==> src/prc_consts.vh <==
`ifndef PRC_CONSTS_VH
`define PRC_CONSTS_VH

// Clock and millisecond tick.
`define PRC_CLK_MHZ        20
`define PRC_TICK_US        1000

// Pairing request input timing, in milliseconds, and the pulse count of the reset sequence.
`define PRC_DEB_MS         12'd20
`define PRC_SHORT_MIN_MS   12'd100
`define PRC_SHORT_MAX_MS   12'd2000
`define PRC_RST_HOLD_MS    12'd3000
`define PRC_RST_PULSES     3'd4

// Durations of pairing states and of the search transmit and receive slots, in milliseconds.
`define PRC_SEARCH_MS      15'd30000
`define PRC_FOUND_MS       15'd3000
`define PRC_FULL_MS        15'd10000
`define PRC_SLOT_MS        15'd50

// Pair list.
`define PRC_LIST_DEPTH     40
`define PRC_LIST_MAX       6'd40
`define PRC_FULL_MASK      8'hff

// Register offsets.
`define PRC_REG_CTRL       8'h00
`define PRC_REG_IOMASK     8'h04
`define PRC_REG_ANALOG     8'h08
`define PRC_REG_LADDR      8'h0c
`define PRC_REG_PERM       8'h10
`define PRC_REG_STATUS     8'h14

// Control register fields.
`define PRC_CTRL_SERIAL    0
`define PRC_CTRL_PAIR      1
`define PRC_CTRL_CANCEL    2

// Reset values.
`define PRC_CTRL_RST       1'b0
`define PRC_IOMASK_RST     8'h00
`define PRC_ANALOG_RST     4'h0
`define PRC_LADDR_RST      32'h00000001

`endif

==> src/prc_ctrl.v <==
// The register addresses and the strobed register port were decided locally.
`timescale 1ns/1ps
`include "prc_consts.vh"

module prc_ctrl #(
    parameter MS_CYCLES = `PRC_CLK_MHZ * `PRC_TICK_US
) (
    // Clock and reset.
    input  wire        mclk,
    input  wire        rst,
    // Register port.
    input  wire [7:0]  reg_addr,
    input  wire [31:0] reg_wdata,
    input  wire        reg_wr,
    input  wire        reg_rd,
    output reg  [31:0] reg_rdata,
    // Pins.
    input  wire        pair_request,
    input  wire        low_group_direction,
    input  wire        high_group_direction,
    input  wire [7:0]  status_line_in,
    output reg  [7:0]  status_line_out,
    output reg  [7:0]  status_line_oe,
    output reg         state_indicator,
    output reg         tx_amp_enable,
    output reg         rx_amp_enable,
    // Radio core.
    input  wire        radio_tx_mode,
    input  wire        radio_rx_mode,
    input  wire        rx_pkt_valid,
    input  wire [31:0] rx_pkt_src,
    input  wire [7:0]  rx_pkt_lines,
    input  wire        peer_found,
    input  wire [31:0] peer_addr,
    input  wire        peer_table_full,
    output reg         search_active,
    output reg         search_tx,
    output reg         pair_accept,
    output reg         rx_respond,
    output reg  [31:0] local_addr
);

    localparam [2:0] ST_IDLE    = 3'd0;
    localparam [2:0] ST_SEARCH  = 3'd1;
    localparam [2:0] ST_FOUND   = 3'd2;
    localparam [2:0] ST_FULL    = 3'd3;
    localparam [2:0] ST_RFULL   = 3'd4;
    localparam [2:0] ST_CANCEL  = 3'd5;
    localparam [2:0] ST_RSTACK  = 3'd6;
    localparam [2:0] ST_XCANCEL = 3'd7;

    reg  [2:0]  st_ff;
    reg  [2:0]  nxt_st;
    reg  [14:0] ms_cnt_ff;
    reg         tick_ff;
    reg  [10:0] s1_ff, s2_ff, s3_ff, filt_ff;
    reg  [11:0] deb_ms_ff;
    reg         deb_ff;
    reg         deb_d_ff;
    reg  [11:0] hi_ms_ff, lo_ms_ff;
    reg  [2:0]  pulses_ff;
    reg  [14:0] st_ms_ff;
    reg  [11:0] pat_ms_ff;
    reg  [2:0]  pat_step_ff;
    reg         sustain_ff;
    reg         serial_ff;
    reg  [7:0]  iomask_ff;
    reg  [3:0]  analog_ff;
    reg  [5:0]  count_ff;
    reg  [31:0] pl_addr [0:`PRC_LIST_DEPTH-1];
    reg  [7:0]  pl_mask [0:`PRC_LIST_DEPTH-1];
    reg         rx_hit, pr_hit;
    reg  [5:0]  rx_idx, pr_idx;
    reg  [7:0]  dir_in;
    integer     i;
    integer     ln;

    wire pair_rise = deb_ff & ~deb_d_ff;
    wire pair_fall = ~deb_ff & deb_d_ff;
    wire cmd_pair   = reg_wr & (reg_addr == `PRC_REG_CTRL) & reg_wdata[`PRC_CTRL_PAIR];
    wire cmd_cancel = reg_wr & (reg_addr == `PRC_REG_CTRL) & reg_wdata[`PRC_CTRL_CANCEL];
    wire rst_seq    = deb_ff & (pulses_ff == `PRC_RST_PULSES) & (hi_ms_ff > `PRC_RST_HOLD_MS);
    wire store_peer = (st_ff == ST_SEARCH) & peer_found & ~peer_table_full;

    ////////////////////////////////////////////////////////////////////////////////
    // Blink pattern table: phase length in ms, even phases high, zero ends the cycle.

    function [11:0] phase_ms;
        input [2:0] st;
        input [2:0] step;
        begin
            phase_ms = 12'd0;
            case (st)
                ST_SEARCH: phase_ms = (step == 3'd0) ? 12'd100 : (step == 3'd1) ? 12'd900 : 12'd0;
                ST_FOUND:  phase_ms = (step == 3'd0) ? 12'd400 : (step == 3'd1) ? 12'd100 : 12'd0;
                ST_FULL:   phase_ms = (step < 3'd2) ? 12'd100 : 12'd0;
                ST_RFULL:  phase_ms = (step < 3'd3) ? 12'd100 : (step == 3'd3) ? 12'd300 : 12'd0;
                ST_CANCEL: phase_ms = (step == 3'd1) ? 12'd200 : (step < 3'd3) ? 12'd100 : 12'd0;
                ST_RSTACK: begin
                    case (step)
                        3'd0:    phase_ms = 12'd600;
                        3'd2:    phase_ms = 12'd200;
                        3'd4:    phase_ms = 12'd200;
                        3'd1:    phase_ms = 12'd100;
                        3'd3:    phase_ms = 12'd100;
                        3'd5:    phase_ms = 12'd100;
                        default: phase_ms = 12'd0;
                    endcase
                end
                default:   phase_ms = 12'd0;
            endcase
        end
    endfunction

    wire [11:0] cur_phase  = phase_ms(st_ff, pat_step_ff);
    wire [11:0] next_phase = phase_ms(st_ff, pat_step_ff + 3'd1);

    ////////////////////////////////////////////////////////////////////////////////
    // Millisecond tick and input synchronisers.

    always @(posedge mclk) begin
        if (rst) begin
            ms_cnt_ff <= 15'd0;
            tick_ff   <= 1'b0;
        end else if (ms_cnt_ff == MS_CYCLES[14:0] - 15'd1) begin
            ms_cnt_ff <= 15'd0;
            tick_ff   <= 1'b1;
        end else begin
            ms_cnt_ff <= ms_cnt_ff + 15'd1;
            tick_ff   <= 1'b0;
        end
    end

    // A bit only moves once the second and third stages agree, which rejects a single metastable sample.
    always @(posedge mclk) begin
        if (rst) begin
            s1_ff   <= 11'h000;
            s2_ff   <= 11'h000;
            s3_ff   <= 11'h000;
            filt_ff <= 11'h000;
        end else begin
            s1_ff   <= {pair_request, high_group_direction, low_group_direction, status_line_in};
            s2_ff   <= s1_ff;
            s3_ff   <= s2_ff;
            filt_ff <= (s2_ff & s3_ff) | (filt_ff & (s2_ff | s3_ff));
        end
    end

    // The debounce window is far shorter than the 100 ms least pulse, so it never eats a valid pulse.
    always @(posedge mclk) begin
        if (rst) begin
            deb_ms_ff <= 12'd0;
            deb_ff    <= 1'b0;
            deb_d_ff  <= 1'b0;
        end else begin
            deb_d_ff <= deb_ff;
            if (filt_ff[10] == deb_ff) begin
                deb_ms_ff <= 12'd0;
            end else if (tick_ff) begin
                if (deb_ms_ff >= `PRC_DEB_MS - 12'd1) begin
                    deb_ff    <= filt_ff[10];
                    deb_ms_ff <= 12'd0;
                end else begin
                    deb_ms_ff <= deb_ms_ff + 12'd1;
                end
            end
        end
    end

    ////////////////////////////////////////////////////////////////////////////////
    // Pulse width measurement for the factory reset sequence.

    always @(posedge mclk) begin
        if (rst) begin
            hi_ms_ff  <= 12'd0;
            lo_ms_ff  <= 12'd0;
            pulses_ff <= 3'd0;
        end else begin
            if (pair_rise) begin
                hi_ms_ff <= 12'd0;
                if (lo_ms_ff < `PRC_SHORT_MIN_MS || lo_ms_ff > `PRC_SHORT_MAX_MS) begin
                    pulses_ff <= 3'd0;
                end
            end else if (pair_fall) begin
                lo_ms_ff <= 12'd0;
                if (hi_ms_ff >= `PRC_SHORT_MIN_MS && hi_ms_ff <= `PRC_SHORT_MAX_MS &&
                    pulses_ff < `PRC_RST_PULSES) begin
                    pulses_ff <= pulses_ff + 3'd1;
                end else begin
                    pulses_ff <= 3'd0;
                end
            end else if (tick_ff) begin
                if (deb_ff && hi_ms_ff != 12'hfff) begin
                    hi_ms_ff <= hi_ms_ff + 12'd1;
                end
                if (!deb_ff && lo_ms_ff != 12'hfff) begin
                    lo_ms_ff <= lo_ms_ff + 12'd1;
                end
            end
        end
    end

    ////////////////////////////////////////////////////////////////////////////////
    // Pair list lookup.

    always @* begin
        rx_hit = 1'b0;
        pr_hit = 1'b0;
        rx_idx = 6'd0;
        pr_idx = 6'd0;
        for (i = 0; i < `PRC_LIST_DEPTH; i = i + 1) begin
            if (i < count_ff && pl_addr[i] == rx_pkt_src && !rx_hit) begin
                rx_hit = 1'b1;
                rx_idx = i[5:0];
            end
            if (i < count_ff && pl_addr[i] == peer_addr && !pr_hit) begin
                pr_hit = 1'b1;
                pr_idx = i[5:0];
            end
        end
    end

    ////////////////////////////////////////////////////////////////////////////////
    // Pairing state machine.

    always @* begin
        nxt_st = st_ff;
        case (st_ff)
            ST_IDLE: begin
                if (pair_rise || cmd_pair) begin
                    nxt_st = (count_ff == `PRC_LIST_MAX) ? ST_FULL : ST_SEARCH;
                end
            end
            ST_SEARCH: begin
                if (pair_rise || cmd_cancel) begin
                    nxt_st = ST_CANCEL;
                end else if (peer_found) begin
                    nxt_st = peer_table_full ? ST_RFULL : ST_FOUND;
                end else if (!deb_ff && (sustain_ff || st_ms_ff >= `PRC_SEARCH_MS)) begin
                    nxt_st = ST_IDLE;
                end
            end
            ST_FOUND: begin
                if (!deb_ff && st_ms_ff >= `PRC_FOUND_MS) begin
                    nxt_st = ST_IDLE;
                end
            end
            ST_FULL, ST_RFULL: begin
                if (st_ms_ff >= `PRC_FULL_MS) begin
                    nxt_st = ST_IDLE;
                end
            end
            ST_CANCEL: begin
                if (pair_rise) begin
                    nxt_st = ST_SEARCH;
                end else if (deb_ff && hi_ms_ff > `PRC_SHORT_MAX_MS) begin
                    nxt_st = ST_XCANCEL;
                end else if (!deb_ff && pat_step_ff == 3'd3) begin
                    nxt_st = ST_IDLE;
                end
            end
            ST_RSTACK: begin
                if (!deb_ff) begin
                    nxt_st = ST_IDLE;
                end
            end
            ST_XCANCEL: begin
                if (!deb_ff) begin
                    nxt_st = ST_IDLE;
                end
            end
            default: nxt_st = ST_IDLE;
        endcase
        // The hold that completes the reset sequence wins over whatever pairing step it started.
        if (rst_seq && st_ff != ST_RSTACK) begin
            nxt_st = ST_RSTACK;
        end
    end

    always @(posedge mclk) begin
        if (rst) begin
            st_ff       <= ST_IDLE;
            st_ms_ff    <= 15'd0;
            pat_ms_ff   <= 12'd0;
            pat_step_ff <= 3'd0;
            sustain_ff  <= 1'b0;
        end else begin
            st_ff <= nxt_st;
            if (nxt_st != st_ff) begin
                st_ms_ff    <= 15'd0;
                pat_ms_ff   <= 12'd0;
                pat_step_ff <= 3'd0;
                sustain_ff  <= 1'b0;
            end else begin
                if (deb_ff && hi_ms_ff > `PRC_SHORT_MAX_MS) begin
                    sustain_ff <= 1'b1;
                end
                if (tick_ff) begin
                    if (st_ms_ff != 15'h7fff) begin
                        st_ms_ff <= st_ms_ff + 15'd1;
                    end
                    if (cur_phase != 12'd0) begin
                        if (pat_ms_ff + 12'd1 >= cur_phase) begin
                            pat_ms_ff <= 12'd0;
                            // Cancel is a one-shot and parks on its trailing low phase.
                            if (next_phase != 12'd0 || st_ff == ST_CANCEL) begin
                                pat_step_ff <= pat_step_ff + 3'd1;
                            end else begin
                                pat_step_ff <= 3'd0;
                            end
                        end else begin
                            pat_ms_ff <= pat_ms_ff + 12'd1;
                        end
                    end
                end
            end
        end
    end

    ////////////////////////////////////////////////////////////////////////////////
    // Registers, pair list storage and line control.

    always @(posedge mclk) begin
        if (store_peer) begin
            pl_addr[pr_hit ? pr_idx : count_ff] <= peer_addr;
            pl_mask[pr_hit ? pr_idx : count_ff] <= `PRC_FULL_MASK;
        end else if (reg_wr && reg_addr == `PRC_REG_PERM && reg_wdata[13:8] < count_ff) begin
            pl_mask[reg_wdata[13:8]] <= reg_wdata[7:0];
        end
    end

    always @* begin
        for (ln = 0; ln < 8; ln = ln + 1) begin
            dir_in[ln] = serial_ff ? iomask_ff[ln] : filt_ff[8 + ln / 4];
        end
        dir_in[7:4] = dir_in[7:4] | analog_ff;
    end

    always @(posedge mclk) begin
        if (rst) begin
            serial_ff  <= `PRC_CTRL_RST;
            iomask_ff  <= `PRC_IOMASK_RST;
            analog_ff  <= `PRC_ANALOG_RST;
            local_addr <= `PRC_LADDR_RST;
            count_ff   <= 6'd0;
            reg_rdata  <= 32'h00000000;
        end else begin
            if (st_ff == ST_RSTACK && nxt_st == ST_IDLE) begin
                serial_ff <= `PRC_CTRL_RST;
                iomask_ff <= `PRC_IOMASK_RST;
                analog_ff <= `PRC_ANALOG_RST;
                count_ff  <= 6'd0;
            end else begin
                if (store_peer && !pr_hit) begin
                    count_ff <= count_ff + 6'd1;
                end
                if (reg_wr) begin
                    case (reg_addr)
                        `PRC_REG_CTRL:   serial_ff  <= reg_wdata[`PRC_CTRL_SERIAL];
                        `PRC_REG_IOMASK: iomask_ff  <= reg_wdata[7:0];
                        `PRC_REG_LADDR:  local_addr <= reg_wdata;
                        `PRC_REG_ANALOG: begin
                            // A selection of three or four lines is refused whole.
                            if (!((reg_wdata[0] & reg_wdata[1] & (reg_wdata[2] | reg_wdata[3])) |
                                  (reg_wdata[2] & reg_wdata[3] & (reg_wdata[0] | reg_wdata[1])))) begin
                                analog_ff <= reg_wdata[3:0];
                            end
                        end
                        default: ;
                    endcase
                end
            end
            reg_rdata <= 32'h00000000;
            if (reg_rd) begin
                case (reg_addr)
                    `PRC_REG_CTRL:   reg_rdata <= {31'h00000000, serial_ff};
                    `PRC_REG_IOMASK: reg_rdata <= {24'h000000, iomask_ff};
                    `PRC_REG_ANALOG: reg_rdata <= {28'h0000000, analog_ff};
                    `PRC_REG_LADDR:  reg_rdata <= local_addr;
                    `PRC_REG_STATUS: reg_rdata <= {16'h0000, 2'b00, count_ff, 1'b0, pulses_ff, deb_ff, st_ff};
                    default:         reg_rdata <= 32'h00000000;
                endcase
            end
        end
    end

    always @(posedge mclk) begin
        if (rst) begin
            status_line_out <= 8'h00;
            status_line_oe  <= 8'h00;
            state_indicator <= 1'b0;
            tx_amp_enable   <= 1'b0;
            rx_amp_enable   <= 1'b0;
            search_active   <= 1'b0;
            search_tx       <= 1'b0;
            pair_accept     <= 1'b0;
            rx_respond      <= 1'b0;
        end else begin
            status_line_oe <= ~dir_in;
            rx_respond     <= rx_pkt_valid & rx_hit;
            if (rx_pkt_valid && rx_hit) begin
                status_line_out <= (status_line_out & ~(pl_mask[rx_idx] & ~dir_in)) |
                                   (rx_pkt_lines & pl_mask[rx_idx] & ~dir_in);
            end
            pair_accept   <= store_peer;
            search_active <= (nxt_st == ST_SEARCH);
            if (nxt_st != ST_SEARCH) begin
                search_tx <= 1'b0;
            end else if (tick_ff && st_ms_ff % `PRC_SLOT_MS == 15'd0) begin
                search_tx <= ~search_tx;
            end
            tx_amp_enable <= radio_tx_mode | (search_active & search_tx);
            rx_amp_enable <= radio_rx_mode | (search_active & ~search_tx);
            case (st_ff)
                ST_IDLE:    state_indicator <= radio_tx_mode | radio_rx_mode;
                ST_XCANCEL: state_indicator <= 1'b1;
                default:    state_indicator <= ~pat_step_ff[0] & (cur_phase != 12'd0);
            endcase
        end
    end

endmodule

==> config.mk <==
export PLATFORM = sky130hd
export DESIGN_NAME = prc_ctrl
export DESIGN_NICKNAME = d
export VERILOG_FILES = /design/src/prc_ctrl.v
export VERILOG_INCLUDE_DIRS = /design/src /design/src/src
export SDC_FILE = /design/constraint.sdc
export NUM_CORES = 2
export LEC_CHECK = 0
export BUFFER_PORTS_ARGS = -buffer_cell sky130_fd_sc_hd__buf_2
export CAP_MARGIN = 20
export CORE_MARGIN = 2
export CORE_UTILIZATION = 55
export CTS_CLUSTER_SIZE = 14
export DETAILED_ROUTE_END_ITERATION = 10
export PLACE_DENSITY = 0.81
export REMOVE_ABC_BUFFERS = 1
export SLEW_MARGIN = 25
export SYNTH_ARGS = -nofsm -noshare
export SYNTH_HDL_FRONTEND = slang
export SYNTH_SLANG_ARGS = --single-unit
==> constraint.sdc <==
create_clock -name mclk -period 6.7 [get_ports mclk]
set_input_delay 0.67 -clock mclk [delete_from_list [all_inputs] [get_ports mclk]]
set_output_delay 0.67 -clock mclk [all_outputs]
set_load 0.03 [all_outputs]
**Word-level counts from Yosys, hierarchy flattened**

Memory sizes are Yosys's and may differ from the RTL's.
Index checks and enable logic that the tools add are counted.

- Register bits: 241
- Latch bits: 0
- Memory bits (writable): 1600
- ROM bits: 0
- Bits of input ports: 132
- Output and inout port bits: 87
- Logic and storage cells: 779
- Memories kept: 2

- Add/sub/neg operators: 9
- $mul: 0
- Div/mod/pow operators: 1
- Order comparisons: 57
- Eq/ne operators: 114
- Shifts and indexed selects: 0
- Mux-type cells: 224
- Bitwise logic cells: 46
- Reduce and logical (&&, ||, !) cells: 294

Memory list:

| memory | words | bits a word | read ports | clocked after Yosys merged registers in | write ports | line | RTL |
|---|---|---|---|---|---|---|---|
| pl_addr | 40 | 32 | 40 | 0 | 1 | prc_ctrl.v:70 | `` reg [31:0] pl_addr [0:`PRC_LIST_DEPTH-1]; `` |
| pl_mask | 40 | 8 | 1 | 0 | 1 | prc_ctrl.v:71 | `` reg [7:0] pl_mask [0:`PRC_LIST_DEPTH-1]; `` |

Operator list:

| operator | number |
|---|---|
| $eq 32x32->1 | 80 |
| $mux 6 | 78 |
| $logic_and 1x1->1 | 173 |
| $pmux 32 s5 | 1 |
| $pmux 10 s6 | 2 |
| $mux 1 | 97 |
| $lt 5x6->1 const A | 16 |
| $logic_not 1->1 | 80 |
| $mux 12 | 5 |
| $pmux 10 s3 | 2 |
| $mux 9 | 6 |
| $mux 3 | 17 |
| $add 12x1->12 const B | 4 |
| $lt 4x6->1 const A | 8 |
| $lt 6x6->1 const A | 8 |
| $mux 7 | 6 |
| $mux 10 | 4 |
| $and 8x8->8 | 4 |
| $add 15x1->15 const B | 2 |
| $eq 3x3->1 const B | 9 |
| $gt 12x11->1 const B | 2 |
| $lt 3x6->1 const A | 4 |
| $mux 8 | 3 |
| $ne 12x12->1 const B | 2 |
| 52 further kinds | 132 |

**Logic depth before layout (Yosys ltp)**

An unclocked memory read counts as a cell.

- Depth after elaboration: 126
- Depth in mapped cells: 28
- Gate-level depth less buffers: 24

**Worst setup path before layout**

No wires, ideal clock.

- Kind: input port to flip-flop
- Start point: input port peer_addr[18]
- End point: memory pl_addr[26][0] (enable)
- Setup time: 0.421 ns
- Arrival: 6.673 ns
- Data required time: 6.279 ns
- Slack: -0.394 ns
- Stages on the path: 20
- Path buffers: 5
- Cells stage by stage: clkbuf_1 > buf_1 > buf_2 > buf_2 > xnor2_1 > nand4_1 > nor2_1 > nand4_1 > nand3_1 > or4b_2 > or2_2 > nor2b_1 > nor3b_1 > nand2_1 > or3_1 > o21ai_0 > inv_1 > or3_1 > clkbuf_1 > nor2_1

- Word-level cells in the longest chain between the ends: 121
- Elaborated cells between the ends (all ways): 238
- Those cells by class: 40 x eq/ne; 80 x mux; 118 x reduce/logical

RTL lines:

| what | line | RTL |
|---|---|---|
| start, declared | prc_ctrl.v:34 | `input wire [31:0] peer_addr,` |
| $eq 32x32->1 | prc_ctrl.v:216 | `if (i < count_ff && pl_addr[i] == peer_addr && !pr_hit) begin` |
| $logic_and 1x1->1 | prc_ctrl.v:216 |  |
| $mux 1 | prc_ctrl.v:216 |  |
| $logic_not 1->1 | prc_ctrl.v:216 |  |
| $logic_and 1x1->1 | prc_ctrl.v:216 |  |
| $mux 1 | prc_ctrl.v:216 |  |
| $logic_not 1->1 | prc_ctrl.v:216 |  |
| $logic_and 1x1->1 | prc_ctrl.v:216 |  |
| [105 not listed] | - |  |
| $mux 1 | prc_ctrl.v:216 |  |
| $logic_not 1->1 | prc_ctrl.v:216 |  |
| $logic_and 1x1->1 | prc_ctrl.v:216 |  |
| $mux 1 | prc_ctrl.v:216 |  |
| $logic_not 1->1 | prc_ctrl.v:216 |  |
| $logic_and 1x1->1 | prc_ctrl.v:216 |  |
| $mux 6 / $mux 1 (equally long branches) | prc_ctrl.v:216 |  |
| $mux 6 * | prc_ctrl.v:325 | `pl_addr[pr_hit ? pr_idx : count_ff] <= peer_addr;` |
| end, declared | prc_ctrl.v:70 |  |

Every way passes the cells marked *; elsewhere a longest branch is shown, timed or not.

**Worst setup path after layout**

- Start point: register count_ff[1]
- End point: register status_line_out[6]

- Word-level cells in the longest chain between the ends: 125
- Elaborated cells between the ends (all ways): 245
- Those cells by class: 40 x order compare; 79 x mux; 6 x bitwise; 119 x reduce/logical; 1 x memory

RTL lines:

| what | line | RTL |
|---|---|---|
| start, declared | prc_ctrl.v:69 | `reg [5:0] count_ff;` |
| start signal, assigned | prc_ctrl.v:355 | `count_ff <= count_ff + 6'd1;` |
| $lt 1x6->1 | prc_ctrl.v:212 | `if (i < count_ff && pl_addr[i] == rx_pkt_src && !rx_hit) begin` |
| $logic_and 1x1->1 | prc_ctrl.v:212 |  |
| $mux 1 | prc_ctrl.v:212 |  |
| $logic_not 1->1 | prc_ctrl.v:212 |  |
| $logic_and 1x1->1 | prc_ctrl.v:212 |  |
| $mux 1 | prc_ctrl.v:212 |  |
| $logic_not 1->1 | prc_ctrl.v:212 |  |
| $logic_and 1x1->1 | prc_ctrl.v:212 |  |
| [109 not listed] | - |  |
| $logic_not 1->1 | prc_ctrl.v:212 |  |
| $logic_and 1x1->1 | prc_ctrl.v:212 |  |
| $mux 6 | prc_ctrl.v:212 |  |
| $mem_v2 40x8 | - |  |
| $and 8x8->8 | prc_ctrl.v:402 | `status_line_out <= (status_line_out & ~(pl_mask[rx_idx] & ~dir_in)) \|` |
| $not 8->8 | prc_ctrl.v:402 |  |
| $and 8x8->8 | prc_ctrl.v:402 |  |
| $or 8x8->8 | prc_ctrl.v:402 |  |
| end signal, assigned | prc_ctrl.v:402 |  |
| end, declared | prc_ctrl.v:22 | `output reg [7:0] status_line_out,` |

Parallel ways exist; a longest one is shown, timed or not.
A chain may end at the register's enable or synchronous reset.

==> reports/results.ini <==
[status]
status=complete, no violations

[logic_synthesis]
synth_ff_type=edfxtp_1
synth_top_area_share_pct=50.67
ys_top_cells_by_area=edfxtp_1 (51%), xor2_1 (13%), xnor2_1 (12%), dfxtp_1 (4.4%), nor4_1 (2.6%)
synth-seq-area-share_pct=55.09
synth_area_um2=94820
syn_inst=7810
synth_seq_cells=1809
synth-edff-count=1600
yosysMostFrequentCell=edfxtp_1
synth_top_cell_by_area=edfxtp_1
synth_cell_types=103
ys_top_cells_by_count=edfxtp_1 (1600), xor2_1 (1357), xnor2_1 (1279)
syn_avg_cell_area_um2=12.14
yosysWarnings=0
async_flop_share_pct=0

[cts]
h-tree-depth=4
path_clk_slew_ns=0.06
cts-root-buf=clkbuf_16
cts_buffer_depth=3
clk_latency_ns=0.86
postCtsHoldBufs=0
cts_buffers=186
numClockSinks=1809
cts_tree=done

[setup_path]
worstPathMaxFanout=15
critPathLaunchType=flip-flop
cp-end-kind=flip-flop
arrival_ns=7.29
path_class=flip-flop to flip-flop
required_ns=7.41

[routing]
viasPerCell=6.468
drt_first_pass_iters=8
drc=0
vias=70540
routed_wl_mm=328.3
antenna_left=0
avgRoutedWirePerCell_um=30.10
drtIter0Drc=11500

[global_routing]
grt_use_met3_pct=10.46
grt_antenna_before_repair=4
grtUsageMet1_pct=46.18
grt_util_all_layers_pct=36.67
grt_max_degree=47
gr-total-overflow=0
use_met2_pct=55.12
grt_pass1_wl_mm=467.6
grt_pass1_vias=69010
busiest_layer=met2

[sta]
fin_tns_setup_ns=0
fin_crit_ns=6.574
report.final.hold_viol_count=0
rsz0062_at_grt=yes
fin_skew_ns=0.03628
fmax_mhz=152.1
final_max_slew_viol_count=0
worst_pin_slew_ns=1.140
setup_viol=0
fin_crit_sh_pct=98.12
slew_headroom_pct=23.44

[die]
die_w_um=419.2
start_util_pct=55.33
io_pins=219
die_height_um=419.2
rows=152
coreArea_um2=171400
die_area_um2=175700

[finish]
syn_to_final_growth_pct=16.09
drive_gt1_share_pct=15.65
nets=8611

[min_path]
worstHoldPathType=input pin to flip-flop

[power_and_ir_drop]
powerDensity_nw_per_um2=222.8
vdd_drop_max_v=0.0002509
leakage_nw=38.21
design_power_total_w=0.02453

[placed_design]
numPortBuffers=210
place.gp.congestion=1.048
dp_hpwl_mm=222.8

[flow_run]
cap_violations=0

## through the flow
| stage | area (um2) | setup WS [ns] | utilization [%] | instances | hold WS [ns] |
|---|---|---|---|---|---|
| floorplan | 92860 | -6.548 | - | 7353 | 0.4138 |
| global placement | 104100 | -0.1142 | 60.76 | 10560 | 0.4258 |
| detailed placement | 104100 | -0.1229 | 60.76 | 10560 | 0.4354 |
| CTS | 110000 | 0.05965 | 64.17 | 10900 | 0.02138 |
| global route | 110100 | -0.09194 | 64.23 | 10900 | 0.05119 |
| finish | 110100 | 0.1257 | 64.24 | 10910 | 0.05219 |
## timing repair
| item | CTS | global route |
|---|---|---|
| endpoints found under the setup margin | 2 | 1005 |
| buffers inserted | 0 | 3 |
| pin swaps | 0 | 3 |
| gates resized for setup | 2 | 26 |
| endpoints found under the hold margin | 0 | 0 |
## metal layers
metal / vias up / part of all wire (%) / routed length, um
met5: - / 0.017 / 57
li1: 29270 / - / -
met2: 5647 / 43 / 141700
met3: 1415 / 14 / 45550
met1: 34200 / 35 / 115000
met4: 8 / 7.9 / 26010
## power breakdown
group	total (W)	switching [W]	internal, W
combinational	0.00211	0.00140	0.000714
sequential	0.0122	0.00000408	0.0122
clock	0.0102	0.00458	0.00561
total	0.0245	0.00598	0.0185
## worst max-delay path: stages, from the launching register on
cell and delay (ns):
dfxtp_1 0.33, inv_1 0.13, ha_2 0.34, buf_4 0.19, nor2b_1 0.06, buf_4 0.20, o21a_1 0.27, nor2_1 0.31
nor2_1 0.16, a32o_1 0.33, nor3_1 0.35, nand2_1 0.15, or2_2 0.32, nor3_1 0.25, o211ai_1 0.17, o311a_1 0.21
o21ai_4 0.23, buf_4 0.37, buf_4 0.19, mux2i_1 0.08, a21oi_1 0.16, a211oi_1 0.12, a31oi_1 0.35, o31ai_1 0.18
a2111oi_1 0.54, buf_4 0.20, mux2i_1 0.19, nor2_1 0.05
## worst paths after layout
kind                            startpoint                              end  slack [ns]  cells past startpoint
hold / removal         low_group_direction              s1_ff[8]$_SDFF_PP0_        0.05                      2
hold reg to reg       s1_ff[10]$_SDFF_PP0_             s2_ff[10]$_SDFF_PP0_        0.45                      1
setup / recovery  count_ff[1]$_SDFFE_PP0P_  status_line_out[6]$_SDFFE_PP0P_        0.13                     27
setup reg to reg  count_ff[1]$_SDFFE_PP0P_  status_line_out[6]$_SDFFE_PP0P_        0.13                     27
## layout make-up
class | instances | area, um2
Clock buffer | 241 | 5027
Timing Repair Buffer | 900 | 8237
Clock inverter | 98 | 792.0
Tap cell | 2310 | 2890
Multi-Input combinational cell | 5476 | 40630
Antenna cell | 4 | 10.01
Fill cell | 12340 | 61280
Sequential cell | 1809 | 52240
Inverter | 68 | 255.2
## registers in the layout (all words and copies together), names as in the netlist, 15 cells and up
signal and count:
pl_addr 1280, pl_mask 320, local_addr 32, reg_rdata 32
ms_cnt_ff 15, st_ms_ff 15
## cells in the final DEF, fill, tap and decap left out, types with 36 or more instances in the layout
cell type and instances:
clkbuf_16 191, inv_1 65, buf_4 607, nor2_2 42, nor3_1 109, nor2_1 400
dfxtp_1 205, nor4_1 387, buf_2 145, clkbuf_1 44, and2_1 47, xor2_1 1357
clkinv_1 46, buf_12 147, o21ai_0 101, nand4_1 374, nand2_1 295, xnor2_1 1278
a211oi_1 67, mux2i_1 156, mux2_2 72, ha_1 36, edfxtp_1 1600, nand3_1 145
a21oi_1 135
## kinds of logic (layout without fill, tap and decap cells)
group	after synthesis	count (layout)	synth area share, %
AO/OA/AOI/OAI	555	555	3.935
XOR/XNOR	2639	2639	24.43
adder cells (fa/ha/maj)	41	41	0.5331
buffers and inverters	525	1307	2.337
flip-flops	1809	1809	55.09
multiplexers	228	228	2.502
other	0	4	0
AND/OR/NAND/NOR	2013	2013	11.18
Power figures use the tool's default switching activity.
